**config.mk**
```make
export PLATFORM = sky130hd
export DESIGN_NAME = ovl_window_regs
export DESIGN_NICKNAME = d
export VERILOG_FILES = /design/src/core/ovl_pkg.sv /design/src/core/ovl_src_start.sv /design/src/core/ovl_window_regs.sv
export VERILOG_INCLUDE_DIRS = /design/src /design/src/core
export SDC_FILE = /design/constraint.sdc
export NUM_CORES = 1
export LEC_CHECK = 0
export ABC_CLOCK_PERIOD_IN_PS = 2100
export BUFFER_PORTS_ARGS = -buffer_cell sky130_fd_sc_hd__buf_2
export CAP_MARGIN = 30
export CORE_MARGIN = 8
export CORE_UTILIZATION = 50
export CTS_CLUSTER_SIZE = 20
export DETAILED_ROUTE_END_ITERATION = 10
export GPL_TIMING_DRIVEN = 0
export PLACE_DENSITY_LB_ADDON = 0.05
export SYNTH_ARGS = -nofsm -noshare
export SYNTH_HDL_FRONTEND = slang
export SYNTH_SLANG_ARGS = --single-unit
```
**constraint.sdc**
```tcl
create_clock -name pclk -period 2.1 [get_ports pclk]
set_input_delay 0.105 -clock pclk [delete_from_list [all_inputs] [get_ports pclk]]
set_output_delay 0.105 -clock pclk [all_outputs]
set_load 0.05 [all_outputs]
```
**src/core/ovl_cfg.svh**
```systemverilog
// Offsets, field positions and reset values of the overlay setup bank.
// Assumes byte addresses relative to the video processor base.
`ifndef OVL_CFG_SVH
`define OVL_CFG_SVH

`define OFS_COLOR_KEYS      8'h04
`define OFS_KEY_MASKS       8'h08
`define OFS_GFX_START       8'h0c
`define OFS_GFX_WIDTH_OFS   8'h10
`define OFS_WIN1_LEFT_TOP   8'h14
`define OFS_WIN1_RIGHT_BOT  8'h18
`define OFS_WIN1_START      8'h1c
`define OFS_WIN1_WIDTH_OFS  8'h20
`define OFS_CTRL            8'h40
`define OFS_STATUS          8'h44

`define PEND_BIT            19
`define KEY_ENABLE_BIT      0
`define KEY_16BIT_BIT       1

`define MASK_START          32'h0007_ffff
`define MASK_WIDTH_OFS      32'h03ff_03ff
`define MASK_BOUNDS         32'h07ff_07ff
`define MASK_KEY8           32'h00ff_00ff
`define MASK_CTRL           32'h0000_0003

`define RESET_WORD          32'h0000_0000

`endif

```
**src/core/ovl_pkg.sv**
```systemverilog
// Types shared by the overlay setup bank.
// Assumes the constants of ovl_cfg.svh.
package ovl_pkg;

  typedef struct packed {
    logic [18:0] start;
    logic        pending;
  } frame_src_t;

  typedef struct packed {
    logic [10:0] x;
    logic [10:0] y;
  } screen_pos_t;

  typedef struct packed {
    logic [23:0] gfx_pixel;
    logic [10:0] x;
    logic [10:0] y;
  } pixel_in_t;

endpackage

```
**src/core/ovl_src_start.sv**
```systemverilog
// One frame source start register with its pending flag.
// Assumes a frame-start pulse from the display timing.
`timescale 1ns/100ps
`default_nettype none
`include "ovl_cfg.svh"

module ovl_src_start (
  // Clock and reset
  input  wire logic                pclk,
  input  wire logic                presetn,
  // Software write
  input  wire logic                wr_en,
  input  wire logic [31:0]         wdata,
  // Frame timing
  input  wire logic                frame_start,
  // State
  output var  ovl_pkg::frame_src_t src_r
);

  ovl_pkg::frame_src_t src_nxt;

  // Set wins over the clear in the same cycle
  always_comb begin
    src_nxt = src_r;
    if (frame_start) begin
      src_nxt.pending = 1'b0;
    end
    if (wr_en) begin
      src_nxt.start   = wdata[18:0];
      src_nxt.pending = wdata[`PEND_BIT] | (src_r.pending & ~frame_start);
    end
  end

  always_ff @(posedge pclk or negedge presetn) begin
    if (!presetn) begin
      src_r <= '0;
    end else begin
      src_r <= src_nxt;
    end
  end

endmodule // ovl_src_start

`default_nettype wire

```
**src/core/ovl_window_regs.sv**
```systemverilog
// Overlay window setup bank: APB registers plus per-pixel key compare.
// Assumes an APB master on pclk and display timing in the same domain.
//
// How it works
// - In 8-bit mode key bits 23:16 and 7:0 are the window II and I indices.
// - In 16-bit mode bits 31:16 key window II and bits 15:0 key window I.
// - Mask bits 31:16 and 15:0 enable masking per key bit for each window.
// - Graphics start address sits in bits 18:0 in 64-bit units.
// - Hardware clears the pending flag when a frame adopts the address.
// - The graphics pending flag reads 1 while the address waits for use.
// - Graphics line width sits in bits 25:16 in 64-bit units.
// - Graphics line offset sits in bits 9:0 in 64-bit units.
// - Window I top is bits 26:16 and left is bits 10:0 of one register.
// - Window I bottom is bits 26:16 and right is bits 10:0 of another.
// - Window I start address is bits 18:0 with its own pending flag.
// - Window I line width is bits 25:16 and offset bits 9:0.
// - Window I keying acts only while the key enable bit is set.
`timescale 1ns/100ps
`default_nettype none
`include "ovl_cfg.svh"

module ovl_window_regs (
  // Clock and reset
  input  wire logic                pclk,
  input  wire logic                presetn,
  // APB slave
  input  wire logic                psel,
  input  wire logic                penable,
  input  wire logic                pwrite,
  input  wire logic [7:0]          paddr,
  input  wire logic [31:0]         pwdata,
  output var  logic [31:0]         prdata,
  output var  logic                pready,
  output var  logic                pslverr,
  // Display timing
  input  wire logic                frame_start,
  input  wire ovl_pkg::pixel_in_t  pix_in,
  // Overlay decision
  output var  logic                show_video_r,
  // Frame fetch setup
  output var  logic [18:0]         gfx_frame_start,
  output var  logic [18:0]         win1_frame_start,
  output var  logic [31:0]         gfx_width_ofs,
  output var  logic [31:0]         win1_width_ofs
);

  // Stored words
  logic [31:0] color_keys_r;
  logic [31:0] key_masks_r;
  logic [31:0] gfx_lwo_r;
  logic [31:0] win1_lt_r;
  logic [31:0] win1_rb_r;
  logic [31:0] win1_lwo_r;
  logic [31:0] ctrl_r;
  logic [31:0] prdata_r;
  logic        pready_r;
  logic        pslverr_r;
  ovl_pkg::frame_src_t gfx_src;
  ovl_pkg::frame_src_t win1_src;

  // Decode
  wire access    = psel & penable;
  wire wr        = access & pwrite;
  wire hit_key   = (paddr == `OFS_COLOR_KEYS);
  wire hit_mask  = (paddr == `OFS_KEY_MASKS);
  wire hit_gst   = (paddr == `OFS_GFX_START);
  wire hit_glwo  = (paddr == `OFS_GFX_WIDTH_OFS);
  wire hit_lt    = (paddr == `OFS_WIN1_LEFT_TOP);
  wire hit_rb    = (paddr == `OFS_WIN1_RIGHT_BOT);
  wire hit_wst   = (paddr == `OFS_WIN1_START);
  wire hit_wlwo  = (paddr == `OFS_WIN1_WIDTH_OFS);
  wire hit_ctrl  = (paddr == `OFS_CTRL);
  wire hit_stat  = (paddr == `OFS_STATUS);
  wire hit_any   = hit_key | hit_mask | hit_gst | hit_glwo | hit_lt |
                   hit_rb | hit_wst | hit_wlwo | hit_ctrl | hit_stat;

  // Key width follows the control bit; 8-bit mode drops reserved bits
  wire         mode16    = ctrl_r[`KEY_16BIT_BIT];
  wire [31:0]  key_wmask = mode16 ? 32'hffff_ffff : `MASK_KEY8;

  // Pending flags live in the start registers
  ovl_src_start u_gfx_src (
    .pclk        (pclk),
    .presetn     (presetn),
    .wr_en       (wr & hit_gst),
    .wdata       (pwdata),
    .frame_start (frame_start),
    .src_r       (gfx_src)
  );

  ovl_src_start u_win1_src (
    .pclk        (pclk),
    .presetn     (presetn),
    .wr_en       (wr & hit_wst),
    .wdata       (pwdata),
    .frame_start (frame_start),
    .src_r       (win1_src)
  );

  wire [31:0] gst_word  = {12'h000, gfx_src.pending, gfx_src.start};
  wire [31:0] wst_word  = {12'h000, win1_src.pending, win1_src.start};
  wire [31:0] stat_word = {30'h0000_0000, win1_src.pending,
                           gfx_src.pending};

  // Read mux; unmapped reads return zero
  wire [31:0] rd_word =
      hit_key  ? color_keys_r :
      hit_mask ? key_masks_r  :
      hit_gst  ? gst_word     :
      hit_glwo ? gfx_lwo_r    :
      hit_lt   ? win1_lt_r    :
      hit_rb   ? win1_rb_r    :
      hit_wst  ? wst_word     :
      hit_wlwo ? win1_lwo_r   :
      hit_ctrl ? ctrl_r       :
      hit_stat ? stat_word    : `RESET_WORD;

  // Registers clear at reset though software must not rely on it
  always_ff @(posedge pclk or negedge presetn) begin
    if (!presetn) begin
      color_keys_r <= `RESET_WORD;
      key_masks_r  <= `RESET_WORD;
      gfx_lwo_r    <= `RESET_WORD;
      win1_lt_r    <= `RESET_WORD;
      win1_rb_r    <= `RESET_WORD;
      win1_lwo_r   <= `RESET_WORD;
      ctrl_r       <= `RESET_WORD;
    end else if (wr) begin
      if (hit_key)  color_keys_r <= pwdata & key_wmask;
      if (hit_mask) key_masks_r  <= pwdata;
      if (hit_glwo) gfx_lwo_r    <= pwdata & `MASK_WIDTH_OFS;
      if (hit_lt)   win1_lt_r    <= pwdata & `MASK_BOUNDS;
      if (hit_rb)   win1_rb_r    <= pwdata & `MASK_BOUNDS;
      if (hit_wlwo) win1_lwo_r   <= pwdata & `MASK_WIDTH_OFS;
      if (hit_ctrl) ctrl_r       <= pwdata & `MASK_CTRL;
    end
  end

  // Zero-wait answer in the access phase
  always_ff @(posedge pclk or negedge presetn) begin
    if (!presetn) begin
      prdata_r  <= `RESET_WORD;
      pready_r  <= 1'b0;
      pslverr_r <= 1'b0;
    end else begin
      prdata_r  <= (psel & ~penable & ~pwrite) ? rd_word : prdata_r;
      pready_r  <= psel & ~penable;
      pslverr_r <= psel & ~penable & ~hit_any;
    end
  end

  assign prdata  = prdata_r;
  assign pready  = pready_r;
  assign pslverr = pslverr_r;

  // Key compare for window I; 8-bit mode compares the index only
  // 8-bit mode keys by index alone, whatever was left in bits 15:8
  wire [15:0] key1   = mode16 ? color_keys_r[15:0]
                              : {8'h00, color_keys_r[7:0]};
  wire [15:0] mask1  = key_masks_r[15:0];
  wire [15:0] pix16  = mode16 ? pix_in.gfx_pixel[15:0]
                              : {8'h00, pix_in.gfx_pixel[7:0]};
  // A set mask bit removes that bit from the compare
  wire        key_eq = ((pix16 ^ key1) & ~mask1) == 16'h0000;
  wire        in_x   = (pix_in.x >= win1_lt_r[10:0]) &
                       (pix_in.x <= win1_rb_r[10:0]);
  wire        in_y   = (pix_in.y >= win1_lt_r[26:16]) &
                       (pix_in.y <= win1_rb_r[26:16]);
  wire        key_on = ctrl_r[`KEY_ENABLE_BIT];
  // Keying off means the whole rectangle shows video
  wire        vid    = in_x & in_y & (~key_on | key_eq);

  logic [18:0] gfx_fs_r;
  logic [18:0] win1_fs_r;
  logic [31:0] gfx_wo_q;
  logic [31:0] win1_wo_q;

  // Outputs registered; start address is latched at frame start
  always_ff @(posedge pclk or negedge presetn) begin
    if (!presetn) begin
      show_video_r <= 1'b0;
      gfx_fs_r     <= 19'h00000;
      win1_fs_r    <= 19'h00000;
      gfx_wo_q     <= `RESET_WORD;
      win1_wo_q    <= `RESET_WORD;
    end else begin
      show_video_r <= vid;
      gfx_wo_q     <= gfx_lwo_r;
      win1_wo_q    <= win1_lwo_r;
      if (frame_start) begin
        gfx_fs_r  <= gfx_src.start;
        win1_fs_r <= win1_src.start;
      end
    end
  end

  assign gfx_frame_start  = gfx_fs_r;
  assign win1_frame_start = win1_fs_r;
  assign gfx_width_ofs    = gfx_wo_q;
  assign win1_width_ofs   = win1_wo_q;

endmodule // ovl_window_regs

`default_nettype wire

```
Word level (Yosys, flattened, before mapping)
Index checks and enable logic that the tools add are counted.

word-level totals
  word-level logic and storage cells = 93
  output and inout port bits = 137
  flip-flop bits (word level) = 303
  bits of input ports = 92

cells by class
  equality and inequality tests = 10
  mux-type cells = 16
  order comparisons = 4
  bitwise operators = 34
  reduce and logical (&&, ||, !) cells = 10

operators by type and width
  operator                                             number
  two-way mux 27 bit                                   4
  two-way mux 32 bit                                   3
  two-way mux 26 bit                                   2
  AND 32 bit                                           1
  equality test 8 x 5 -> 1 bit, second input constant  4
  two-way mux 16 bit                                   2
  greater-or-equal comparator 11 bit                   2
  <= comparator 11 bit                                 2
  AND 16 bit                                           1
  equality test 8 x 4 -> 1 bit, second input constant  2
  equality test 8 x 7 -> 1 bit, second input constant  2
  zero test 16 bit                                     1
  inverter 16 bit                                      1
  bitwise XOR 16 bit                                   1
  AND reduction 2 bit                                  7
  AND 1 bit                                            13
  OR 1 bit                                             12
  equality test 8 x 3 -> 1 bit, second input constant  1
  equality test 8 x 6 -> 1 bit, second input constant  1
  inverter 1 bit                                       5
  two-way mux 2 bit                                    2
  nonzero test 2 bit                                   2
  two-way mux 1 bit                                    3

Depth between registers and ports, before layout
Gate-level depths: netlist of run 1.

  depth in word-level cells = 12
  depth in mapped cells = 9
  mapped depth without buffers = 8

Modules after synthesis
A second synthesis of run 1 with hierarchy kept.

unflattened totals
  cells, all modules = 1138
  area, all modules = 14178.6 um^2

modules (own cells, without submodules)
  module           seq. area each (um^2)  cells each  area each (um^2)  instances
  ovl_window_regs  6581.3                 1050        12537.0           1
  ovl_src_start    500.5                  44          820.8             2

Worst setup path after synthesis of run 1
OpenSTA, ideal clock, no wires.

  path type = register -> register
  start = register win1_lt_r[8]
  end = register show_video_r
  buffers on the path = 0
  clock period less this slack = 1.755 ns
  arrival = 1.617 ns
  setup time = 0.137 ns
  slack = 0.345 ns
  cell stages (with the launch flop) = 7
  data required time = 1.963 ns
  cells stage by stage = dfrtp_1 -> inv_1 -> ha_1 -> or4_1 -> a2111oi_0 -> a2111o_1 -> nor3_1

between the ends
  cells in the longest elaborated chain, start to end = 4

RTL lines
  what                                RTL line                text
  from (decl)                         ovl_window_regs.sv:51   logic [31:0] win1_lt_r;
  from (signal assigned)              ovl_window_regs.sv:124  win1_lt_r <= `RESET_WORD;
  from (signal assigned)              ovl_window_regs.sv:132  if (hit_lt) win1_lt_r <= pwdata & `MASK_BOUNDS;
  greater-or-equal comparator 11 bit  ovl_window_regs.sv:165  wire in_x = (pix_in.x >= win1_lt_r[10:0]) &
  AND 1 bit                           ovl_window_regs.sv:165
  AND 1 bit (2 in a row)              ovl_window_regs.sv:171  wire vid = in_x & in_y & (~key_on | key_eq);
  net vid                             ovl_window_regs.sv:171
  to (signal assigned)                ovl_window_regs.sv:187  show_video_r <= vid;
  to (decl)                           ovl_window_regs.sv:39   output var logic show_video_r,

The timed path passes the listed nets, and every way through them passes these cells.
A chain may end at the register's enable or synchronous reset.

Worst setup path after layout of run 1
  start = register color_keys_r[15]
  end = register show_video_r

between the ends
  cells in the longest elaborated chain, start to end = 6

RTL lines
  what                    RTL line                text
  from (decl)             ovl_window_regs.sv:48   logic [31:0] color_keys_r;
  from (signal assigned)  ovl_window_regs.sv:121  color_keys_r <= `RESET_WORD;
  from (signal assigned)  ovl_window_regs.sv:129  if (hit_key) color_keys_r <= pwdata & key_wmask;
  two-way mux 16 bit      ovl_window_regs.sv:158  wire [15:0] key1 = mode16 ? color_keys_r[15:0]
  bitwise XOR 16 bit      ovl_window_regs.sv:164  wire key_eq = ((pix16 ^ key1) & ~mask1) == 16'h0000;
  AND 16 bit              ovl_window_regs.sv:164
  zero test 16 bit        ovl_window_regs.sv:164
  OR 1 bit                ovl_window_regs.sv:171
  AND 1 bit               ovl_window_regs.sv:171
  net vid                 ovl_window_regs.sv:171

The timed path passes the listed nets, and every way through them passes these cells.

==> impl_metrics.sql, run 1 <==
INSERT INTO impl_metrics (metric_group, metric, value, unit) VALUES
('clock_tree', 'tritoncts', 'done', ''),
('clock_tree', 'cts_htree_levels', '2', ''),
('clock_tree', 'clock_sink_count', '303', ''),
('finish', 'postLayoutCellArea', '16910', 'µm²'),
('worst_hold_path', 'min_path_type', 'primary input to flop', ''),
('clock_tree', 'clock_path_buffers', '3', ''),
('finish', 'p_r_area_growth_vs_syn', '22.12', '%'),
('synthesis', 'netlist_area', '13850', 'µm²'),
('worst_setup_path', 'worst_path_arrival_time', '2.41', 'ns'),
('clock_tree', 'numCtsBuffers', '34', ''),
('global_route', 'globalRouteMet1Util', '0.3450', ''),
('global_route', 'grt_use_met2', '0.3999', ''),
('clock_tree', 'clock_tree_root', 'sky130_fd_sc_hd__clkbuf_16', ''),
('route', 'remaining_number_of_nets_flagged_by_the_antenna_check_after_routing', '0', ''),
('synthesis', 'post-synth-top-area-fraction', '0.5476', ''),
('route', 'starting_drt_drc_count', '771', ''),
('synthesis', 'yosys_warnings', '0', ''),
('route', 'detail_route.drc_violations', '0', ''),
('global_route', 'vias_in_the_first_global_route', '10840', ''),
('finish', 'fin_nets', '1561', ''),
('global_route', 'grtUsageTotal', '0.2521', ''),
('clock_tree', 'cts.reportedPaths.clkPinSlew', '0.06', 'ns'),
('synthesis', 'portion_of_the_post_synthesis_area_used_by_sequential_elements', '0.5476', ''),
('route', 'wirelength', '41.60', 'mm'),
('synthesis', 'syn_avg_cell_area', '12.16', 'µm²'),
('timing', 'worstMarginPinSlew', '0.8288', 'ns'),
('timing', 'fmaxAchievable', '498.6', 'MHz'),
('finish', 'drive_above_1_share', '0.3655', ''),
('synthesis', 'netlist_top_cells_count', 'sky130_fd_sc_hd__dfrtp_1 (303), sky130_fd_sc_hd__mux2_2 (210), sky130_fd_sc_hd__nand2_1 (70)', ''),
('placement', 'io_buffers', '194', ''),
('synthesis', 'ys_top_cells_by_area', 'sky130_fd_sc_hd__dfrtp_1 (55%), sky130_fd_sc_hd__mux2_2 (17%), sky130_fd_sc_hd__ha_1 (4.0%)', ''),
('timing', 'final_worst_clock_skew', '0.008553', 'ns'),
('worst_setup_path', 'cp.required', '2.51', 'ns'),
('worst_setup_path', 'startpoint_type', 'flop', ''),
('synthesis', 'synthDominantAreaCellType', 'sky130_fd_sc_hd__dfrtp_1', ''),
('synthesis', 'async_reset_ff_frac', '1.000', ''),
('timing', 'fin_crit', '2.006', 'ns'),
('placement', 'globalplace.congestion', '0.9185', ''),
('timing', 'report.final.hold_viol_count', '0', ''),
('timing', 'postLayoutSetupSlackWorst', '0.09424', 'ns'),
('worst_setup_path', 'cp_max_fo', '3', ''),
('synthesis', 'synth-seq-cells', '303', ''),
('timing', 'final-setup-viol-count', '0', ''),
('die', 'placement_rows', '61', ''),
('finish', 'num-fill-cells', '2293', ''),
('synthesis', 'number_of_distinct_standard_cells_referenced_by_the_synthesized_netlist', '58', ''),
('global_route', 'grt_util_met3', '0.05548', ''),
('route', 'first_pass_detailed_route_iteration_total', '5', ''),
('global_route', 'grt_antenna_before_repair', '0', ''),
('global_route', 'pin_count_of_the_biggest_net_entering_global_routing', '124', ''),
('placement', 'hpwlAfterDp', '30.26', 'mm'),
('die', 'fp.dieArea', '33270', 'µm²'),
('worst_setup_path', 'crit_type', 'flop to flop', ''),
('timing', 'final_slew_violations', '0', ''),
('route', 'post_drt_wl_per_cell', '22.76', 'µm'),
('clock_tree', 'clkLatencyLatePin', '0.50', 'ns'),
('placement', 'placed_cell_area', '15440', 'µm²'),
('route', 'detail_route.vias_per_cell', '5.591', ''),
('finish', 'num_antenna_cells', '0', ''),
('power', 'leakagePower', '8.477', 'nW'),
('die', 'initial_utilization', '0.5025', ''),
('die', 'die_width', '182.4', 'µm'),
('synthesis', 'synthMostInstantiatedCell', 'sky130_fd_sc_hd__dfrtp_1', ''),
('worst_setup_path', 'crit_path_end_kind', 'flop', ''),
('synthesis', 'synth_flop_cell', 'sky130_fd_sc_hd__dfrtp_1', ''),
('run_status', 'run_status', 'finished, final reports clean', ''),
('timing', 'min_period_over_period', '0.9551', ''),
('die', 'core_region_area', '27550', 'µm²'),
('placement', 'dp_slack', '-0.3055', 'ns'),
('synthesis', 'postSynthCellCount', '1139', ''),
('timing', 'final.setup.tns', '0', 'ns');
-- cell families after synthesis --
family / synth area share
flops: 0.5476
compound gates: 0.1172
mux: 0.1761
other cells: 0.0002708
simple gates: 0.06208
xor+xnor: 0.01075
buf+inv: 0.04618
fa+ha+maj: 0.03976
-- metrics by stage --
step	hold slack [ns]	utilization
4_1_cts	0.001318	0.6128
5_1_grt	0.02360	0.6137
6_report	0.02353	0.6137
3_5_place_dp	0.09993	0.5604
2_1_floorplan	-0.1906	-
3_3_place_gp	0.3558	0.5581
-- worst max-delay path: stages (launching register included) --
cell and delay (ns):
sky130_fd_sc_hd__dfrtp_1 0.40, sky130_fd_sc_hd__xnor2_1 0.20, sky130_fd_sc_hd__o22ai_1 0.13, sky130_fd_sc_hd__nor4_2 0.46, sky130_fd_sc_hd__o21ai_2 0.16, sky130_fd_sc_hd__a2111o_1 0.38, sky130_fd_sc_hd__nor3_1 0.16
-- registers in the layout, summed over array words and instances, names as in the netlist --
name,flops
color_keys_r,32
ctrl_r,2
gfx_frame_start,19
gfx_lwo_r,20
gfx_width_ofs,20
key_masks_r,32
prdata,32
pready,1
pslverr,1
show_video_r,1
u_gfx_src.src_r,20
u_win1_src.src_r,20
win1_frame_start,19
win1_lt_r,22
win1_lwo_r,20
win1_rb_r,22
win1_width_ofs,20
-- layer usage --
metal	wire, µm	share of wire
met3	2928	0.070
met2	19350	0.47
met4	874	0.021
met1	18450	0.44
met5	0	0
-- repair_timing --
| item | CTS | global route |
|---|---|---|
| buffers inserted | 0 | 0 |
| hold buffers | 31 | 0 |
| endpoints found under the setup margin | 1 | 2 |
| gates resized for setup | 2 | 6 |
| cloned | 0 | 0 |
| hold endpoints to repair | 192 | 0 |
| pin swaps | 0 | 1 |
-- worst paths after layout --
path | startpoint | end | slack [ns] | cells past startpoint
min reg2reg | win1_lwo_r[18] | win1_width_ofs[18] | 0.40 | 0
min in group asynchronous | presetn | gfx_lwo_r[1] | 0.14 | 2
max in group asynchronous | presetn | u_win1_src.src_r[6] | 0.97 | 3
max reg2reg | color_keys_r[15] | show_video_r | 0.09 | 6
min | pwdata[16] | key_masks_r[16] | 0.02 | 2
max | color_keys_r[15] | show_video_r | 0.09 | 6
-- cell usage in the layout (no fill, tap or decap), types with 5 or more instances in the layout --
cell type	synthesis	final
sky130_fd_sc_hd__a31oi_1	11	11
sky130_fd_sc_hd__o21ai_0	63	62
sky130_fd_sc_hd__a22oi_1	16	16
sky130_fd_sc_hd__clkbuf_8	0	5
sky130_fd_sc_hd__nor2_1	47	47
sky130_fd_sc_hd__dfrtp_1	303	303
sky130_fd_sc_hd__a21oi_1	43	43
sky130_fd_sc_hd__o21a_1	11	11
sky130_fd_sc_hd__inv_1	48	48
sky130_fd_sc_hd__a221oi_1	36	35
sky130_fd_sc_hd__nor2b_1	5	5
sky130_fd_sc_hd__a211o_1	12	12
sky130_fd_sc_hd__nand2_1	70	70
sky130_fd_sc_hd__dlygate4sd3_1	0	31
sky130_fd_sc_hd__nand2b_1	6	6
sky130_fd_sc_hd__nand4_1	5	5
sky130_fd_sc_hd__clkbuf_16	0	35
sky130_fd_sc_hd__buf_4	25	25
sky130_fd_sc_hd__o22ai_1	33	33
sky130_fd_sc_hd__clkinv_2	0	10
sky130_fd_sc_hd__or3_1	6	6
sky130_fd_sc_hd__conb_1	1	24
sky130_fd_sc_hd__buf_2	25	218
sky130_fd_sc_hd__nand3_1	9	9
sky130_fd_sc_hd__clkbuf_1	32	37
sky130_fd_sc_hd__ha_1	44	44
sky130_fd_sc_hd__mux2_2	210	210
sky130_fd_sc_hd__xnor2_1	16	16
-- final cells by class --
| cell class | count | area (µm²) | area share |
|---|---|---|---|
| clock buffers | 45 | 963.4 | 0.05698 |
| well taps | 378 | 473.0 | 0.02797 |
| clock inverters | 16 | 163.9 | 0.009694 |
| flip-flops and latches | 303 | 7582 | 0.4484 |
| plain buffers | 85 | 459.2 | 0.02716 |
| multi-input cells | 726 | 5741 | 0.3395 |
| inverters | 48 | 180.2 | 0.01066 |
| repair buffers | 227 | 1346 | 0.07962 |
-- power by group --
| group | internal, mW | total, mW | switching [mW] |
|---|---|---|---|
| combinational | 0.432 | 1.45 | 1.02 |
| sequential | 5.98 | 6.08 | 0.0920 |
| clock | 3.61 | 6.01 | 2.40 |
| total | 10.0 | 13.5 | 3.51 |
Note: power is estimated with default switching activity, not from simulation.
==> run 2, diff against run 1 <==
--- a/config.mk
+++ b/config.mk
@@ -7,12 +7,12 @@
 export NUM_CORES = 1
 export LEC_CHECK = 0
 export ABC_CLOCK_PERIOD_IN_PS = 2100
-export BUFFER_PORTS_ARGS = -buffer_cell sky130_fd_sc_hd__buf_2
 export CAP_MARGIN = 30
 export CORE_MARGIN = 8
 export CORE_UTILIZATION = 50
 export CTS_CLUSTER_SIZE = 20
 export DETAILED_ROUTE_END_ITERATION = 10
+export DONT_BUFFER_PORTS = 1
 export GPL_TIMING_DRIVEN = 0
 export PLACE_DENSITY_LB_ADDON = 0.05
 export SYNTH_ARGS = -nofsm -noshare
==> run 2 against run 1 <==
Combinational power is 48% lower. Sequential cell count stayed put. Clock skew is 0.020 ns higher. Die area stayed put. Critical path depth is 1 higher. Via count is 7.1% lower. Power is 3.0% lower. Global-route usage is 0.20 points lower. Utilization is 3.7 points lower. Clock power is 2% lower. The flow now finishes with violations (hold timing).
==> impl_metrics.sql, run 2 (synthesis gave the netlist of run 1 again) <==
INSERT INTO impl_metrics (metric_group, metric, value, unit) VALUES
('timing', 'slew_headroom', '0.4466', ''),
('route', 'detail_route.vias_per_cell', '5.808', ''),
('global_route', 'pin_count_of_the_biggest_net_entering_global_routing', '304', ''),
('worst_setup_path', 'worst_path_arrival_time', '2.42', 'ns'),
('global_route', 'grtUsageTotal', '0.2501', ''),
('worst_setup_path', 'path_buf_inv', '1', ''),
('route', 'detail_route.drc_violations', '0', ''),
('route', 'vias', '9496', ''),
('worst_setup_path', 'timing.critical_path.slowest_stage_cell', 'sky130_fd_sc_hd__nor4_1', ''),
('worst_setup_path', 'cp.required', '2.50', 'ns'),
('worst_setup_path', 'delay_of_the_slowest_critical_path_stage', '0.49', 'ns'),
('clock_tree', 'clock_path_buffers', '3', ''),
('timing', 'worstMarginPinSlew', '0.8301', 'ns'),
('route', 'wirelength', '41.75', 'mm'),
('die', 'core_region_area', '27550', 'µm²'),
('finish', 'fin_nets', '1368', ''),
('finish', 'finalNonFillerCells', '1635', ''),
('worst_setup_path', 'crit_path_end_kind', 'flop', ''),
('finish', 'p_r_area_growth_vs_syn', '14.80', '%'),
('route', 'starting_drt_drc_count', '631', ''),
('run', 'max_cap_viol_count', '0', ''),
('die', 'initial_utilization', '0.5025', ''),
('clock_tree', 'post-cts-setup-buffer-count', '0', ''),
('worst_setup_path', 'path_delay_family', 'simple AND/OR/NAND/NOR gates', ''),
('timing', 'report.final.hold_viol_count', '303', ''),
('clock_tree', 'clock_sink_count', '303', ''),
('global_route', 'first_pass_grt_wire_length', '62.81', 'mm'),
('die', 'die_width', '182.4', 'µm'),
('timing', 'min_period_over_period', '0.9634', ''),
('worst_hold_path', 'min_path_type', 'primary input to async pin', ''),
('worst_setup_path', 'cp_max_fo', '3', ''),
('timing', 'final.setup.tns', '0', 'ns'),
('global_route', 'grt-ovfl-total', '0', ''),
('clock_tree', 'tritoncts', 'done', ''),
('finish', 'layout_commonest_cell', 'sky130_fd_sc_hd__dfrtp_1', ''),
('clock_tree', 'post_cts_hold_buffer_count', '34', ''),
('placement', 'hpwlAfterDp', '29.48', 'mm'),
('timing', 'final_slew_violations', '0', ''),
('global_route', 'grt_antenna_before_repair', '4', ''),
('run_status', 'run_status', 'complete, but fails checks', ''),
('placement', 'placed_cell_area', '14410', 'µm²'),
('worst_setup_path', 'crit_path_cell_trace', 'inv_1 > ha_1 > nand3_1 > nor4_1 > o22ai_1 > a211o_1 > nor3_1', ''),
('placement', 'io_buffers', '0', ''),
('run_status', 'failed_checks', 'hold timing', ''),
('timing', 'fin_crit', '2.023', 'ns'),
('finish', 'postLayoutCellArea', '15900', 'µm²'),
('global_route', 'vias_in_the_first_global_route', '9756', ''),
('power', 'irDropWorstVdd', '0.5320', 'mV'),
('timing', 'final-setup-viol-count', '0', ''),
('timing', 'final_worst_clock_skew', '0.02829', 'ns'),
('clock_tree', 'cts_htree_levels', '2', ''),
('worst_setup_path', 'crit_type', 'flop to flop', ''),
('clock_tree', 'numCtsBuffers', '34', ''),
('placement', 'globalplace.congestion', '0.8888', ''),
('finish', 'utilization', '0.5769', ''),
('timing', 'fmaxAchievable', '494.3', 'MHz'),
('finish', 'num-fill-cells', '2327', ''),
('clock_tree', 'cts.reportedPaths.clkPinSlew', '0.06', 'ns'),
('route', 'remaining_number_of_nets_flagged_by_the_antenna_check_after_routing', '0', ''),
('die', 'die_h', '182.4', 'µm'),
('power', 'power_density_normalized_to_cell_area', '825.3', 'nW/µm²'),
('power', 'power', '13.12', 'mW'),
('timing', 'final.hold.worst_slack', '-0.7019', 'ns'),
('clock_tree', 'clock_tree_root', 'sky130_fd_sc_hd__clkbuf_16', ''),
('die', 'io_pins', '229', ''),
('die', 'placement_rows', '61', ''),
('power', 'leakagePower', '7.536', 'nW'),
('finish', 'mostFrequentLayoutCells', 'sky130_fd_sc_hd__dfrtp_1 (303), sky130_fd_sc_hd__mux2_2 (210), sky130_fd_sc_hd__nand2_1 (70), sky130_fd_sc_hd__o21ai_0 (62), sky130_fd_sc_hd__inv_1 (48)', ''),
('route', 'first_pass_detailed_route_iteration_total', '5', ''),
('die', 'fp.dieArea', '33270', 'µm²'),
('route', 'post_drt_wl_per_cell', '25.53', 'µm'),
('worst_setup_path', 'startpoint_type', 'flop', ''),
('finish', 'drive_above_1_share', '0.2643', ''),
('placement', 'post-place-cells', '1540', ''),
('clock_tree', 'clkLatencyLatePin', '0.52', 'ns');
[run 2: metrics by stage]
stage,setup WS (ns),hold slack (ns)
global placement,-0.3055,-0.1760
floorplan,0.3454,-0.1906
CTS,0.01603,-0.7078
detailed placement,-0.3314,-0.1759
finish,0.07688,-0.7019
global route,-0.07320,-0.7162
[run 2: cell type report]
type | count | area (µm²) | area share
Tap cell | 378 | 473.0 | 0.02975
Timing Repair Buffer | 34 | 340.3 | 0.02141
Sequential cell | 303 | 7582 | 0.4770
Inverter | 48 | 180.2 | 0.01134
Buffer | 85 | 459.2 | 0.02889
Clock buffer | 47 | 980.9 | 0.06171
Antenna cell | 1 | 2.502 | 0.0001574
Multi-Input combinational cell | 726 | 5751 | 0.3618
Clock inverter | 13 | 126.4 | 0.007950
[run 2: final timing paths]
| check | startpoint | end | slack, ns | cells after the start |
|---|---|---|---|---|
| hold reg to reg | win1_lwo_r[20] | win1_width_ofs[20] | 0.39 | 0 |
| hold / removal | presetn | key_masks_r[22] | -0.70 | 0 |
| setup / recovery | win1_rb_r[22] | show_video_r | 0.08 | 7 |
| min in group pclk | paddr[7] | pslverr | 0.06 | 2 |
| max in group asynchronous | presetn | gfx_width_ofs[24] | 2.13 | 0 |
| setup reg to reg | win1_rb_r[22] | show_video_r | 0.08 | 7 |
[run 2: power by group]
group          switching, mW  internal [mW]
clock network           2.39           3.52
registers              0.478           5.98
logic                  0.450          0.308
[run 2: per-layer routing]
metal / routed length (µm) / track usage
met1: 18200 / 0.3313
met5: 21 / 0
met4: 872 / 0.06560
met3: 3460 / 0.07775
met2: 19200 / 0.3940
[run 2: timing repair]
action                                  in CTS  in global routing
endpoints found under the hold margin      495                303
endpoints found under the setup margin       2                  1
resized for setup                            4                  5
pin swaps                                    0                  1
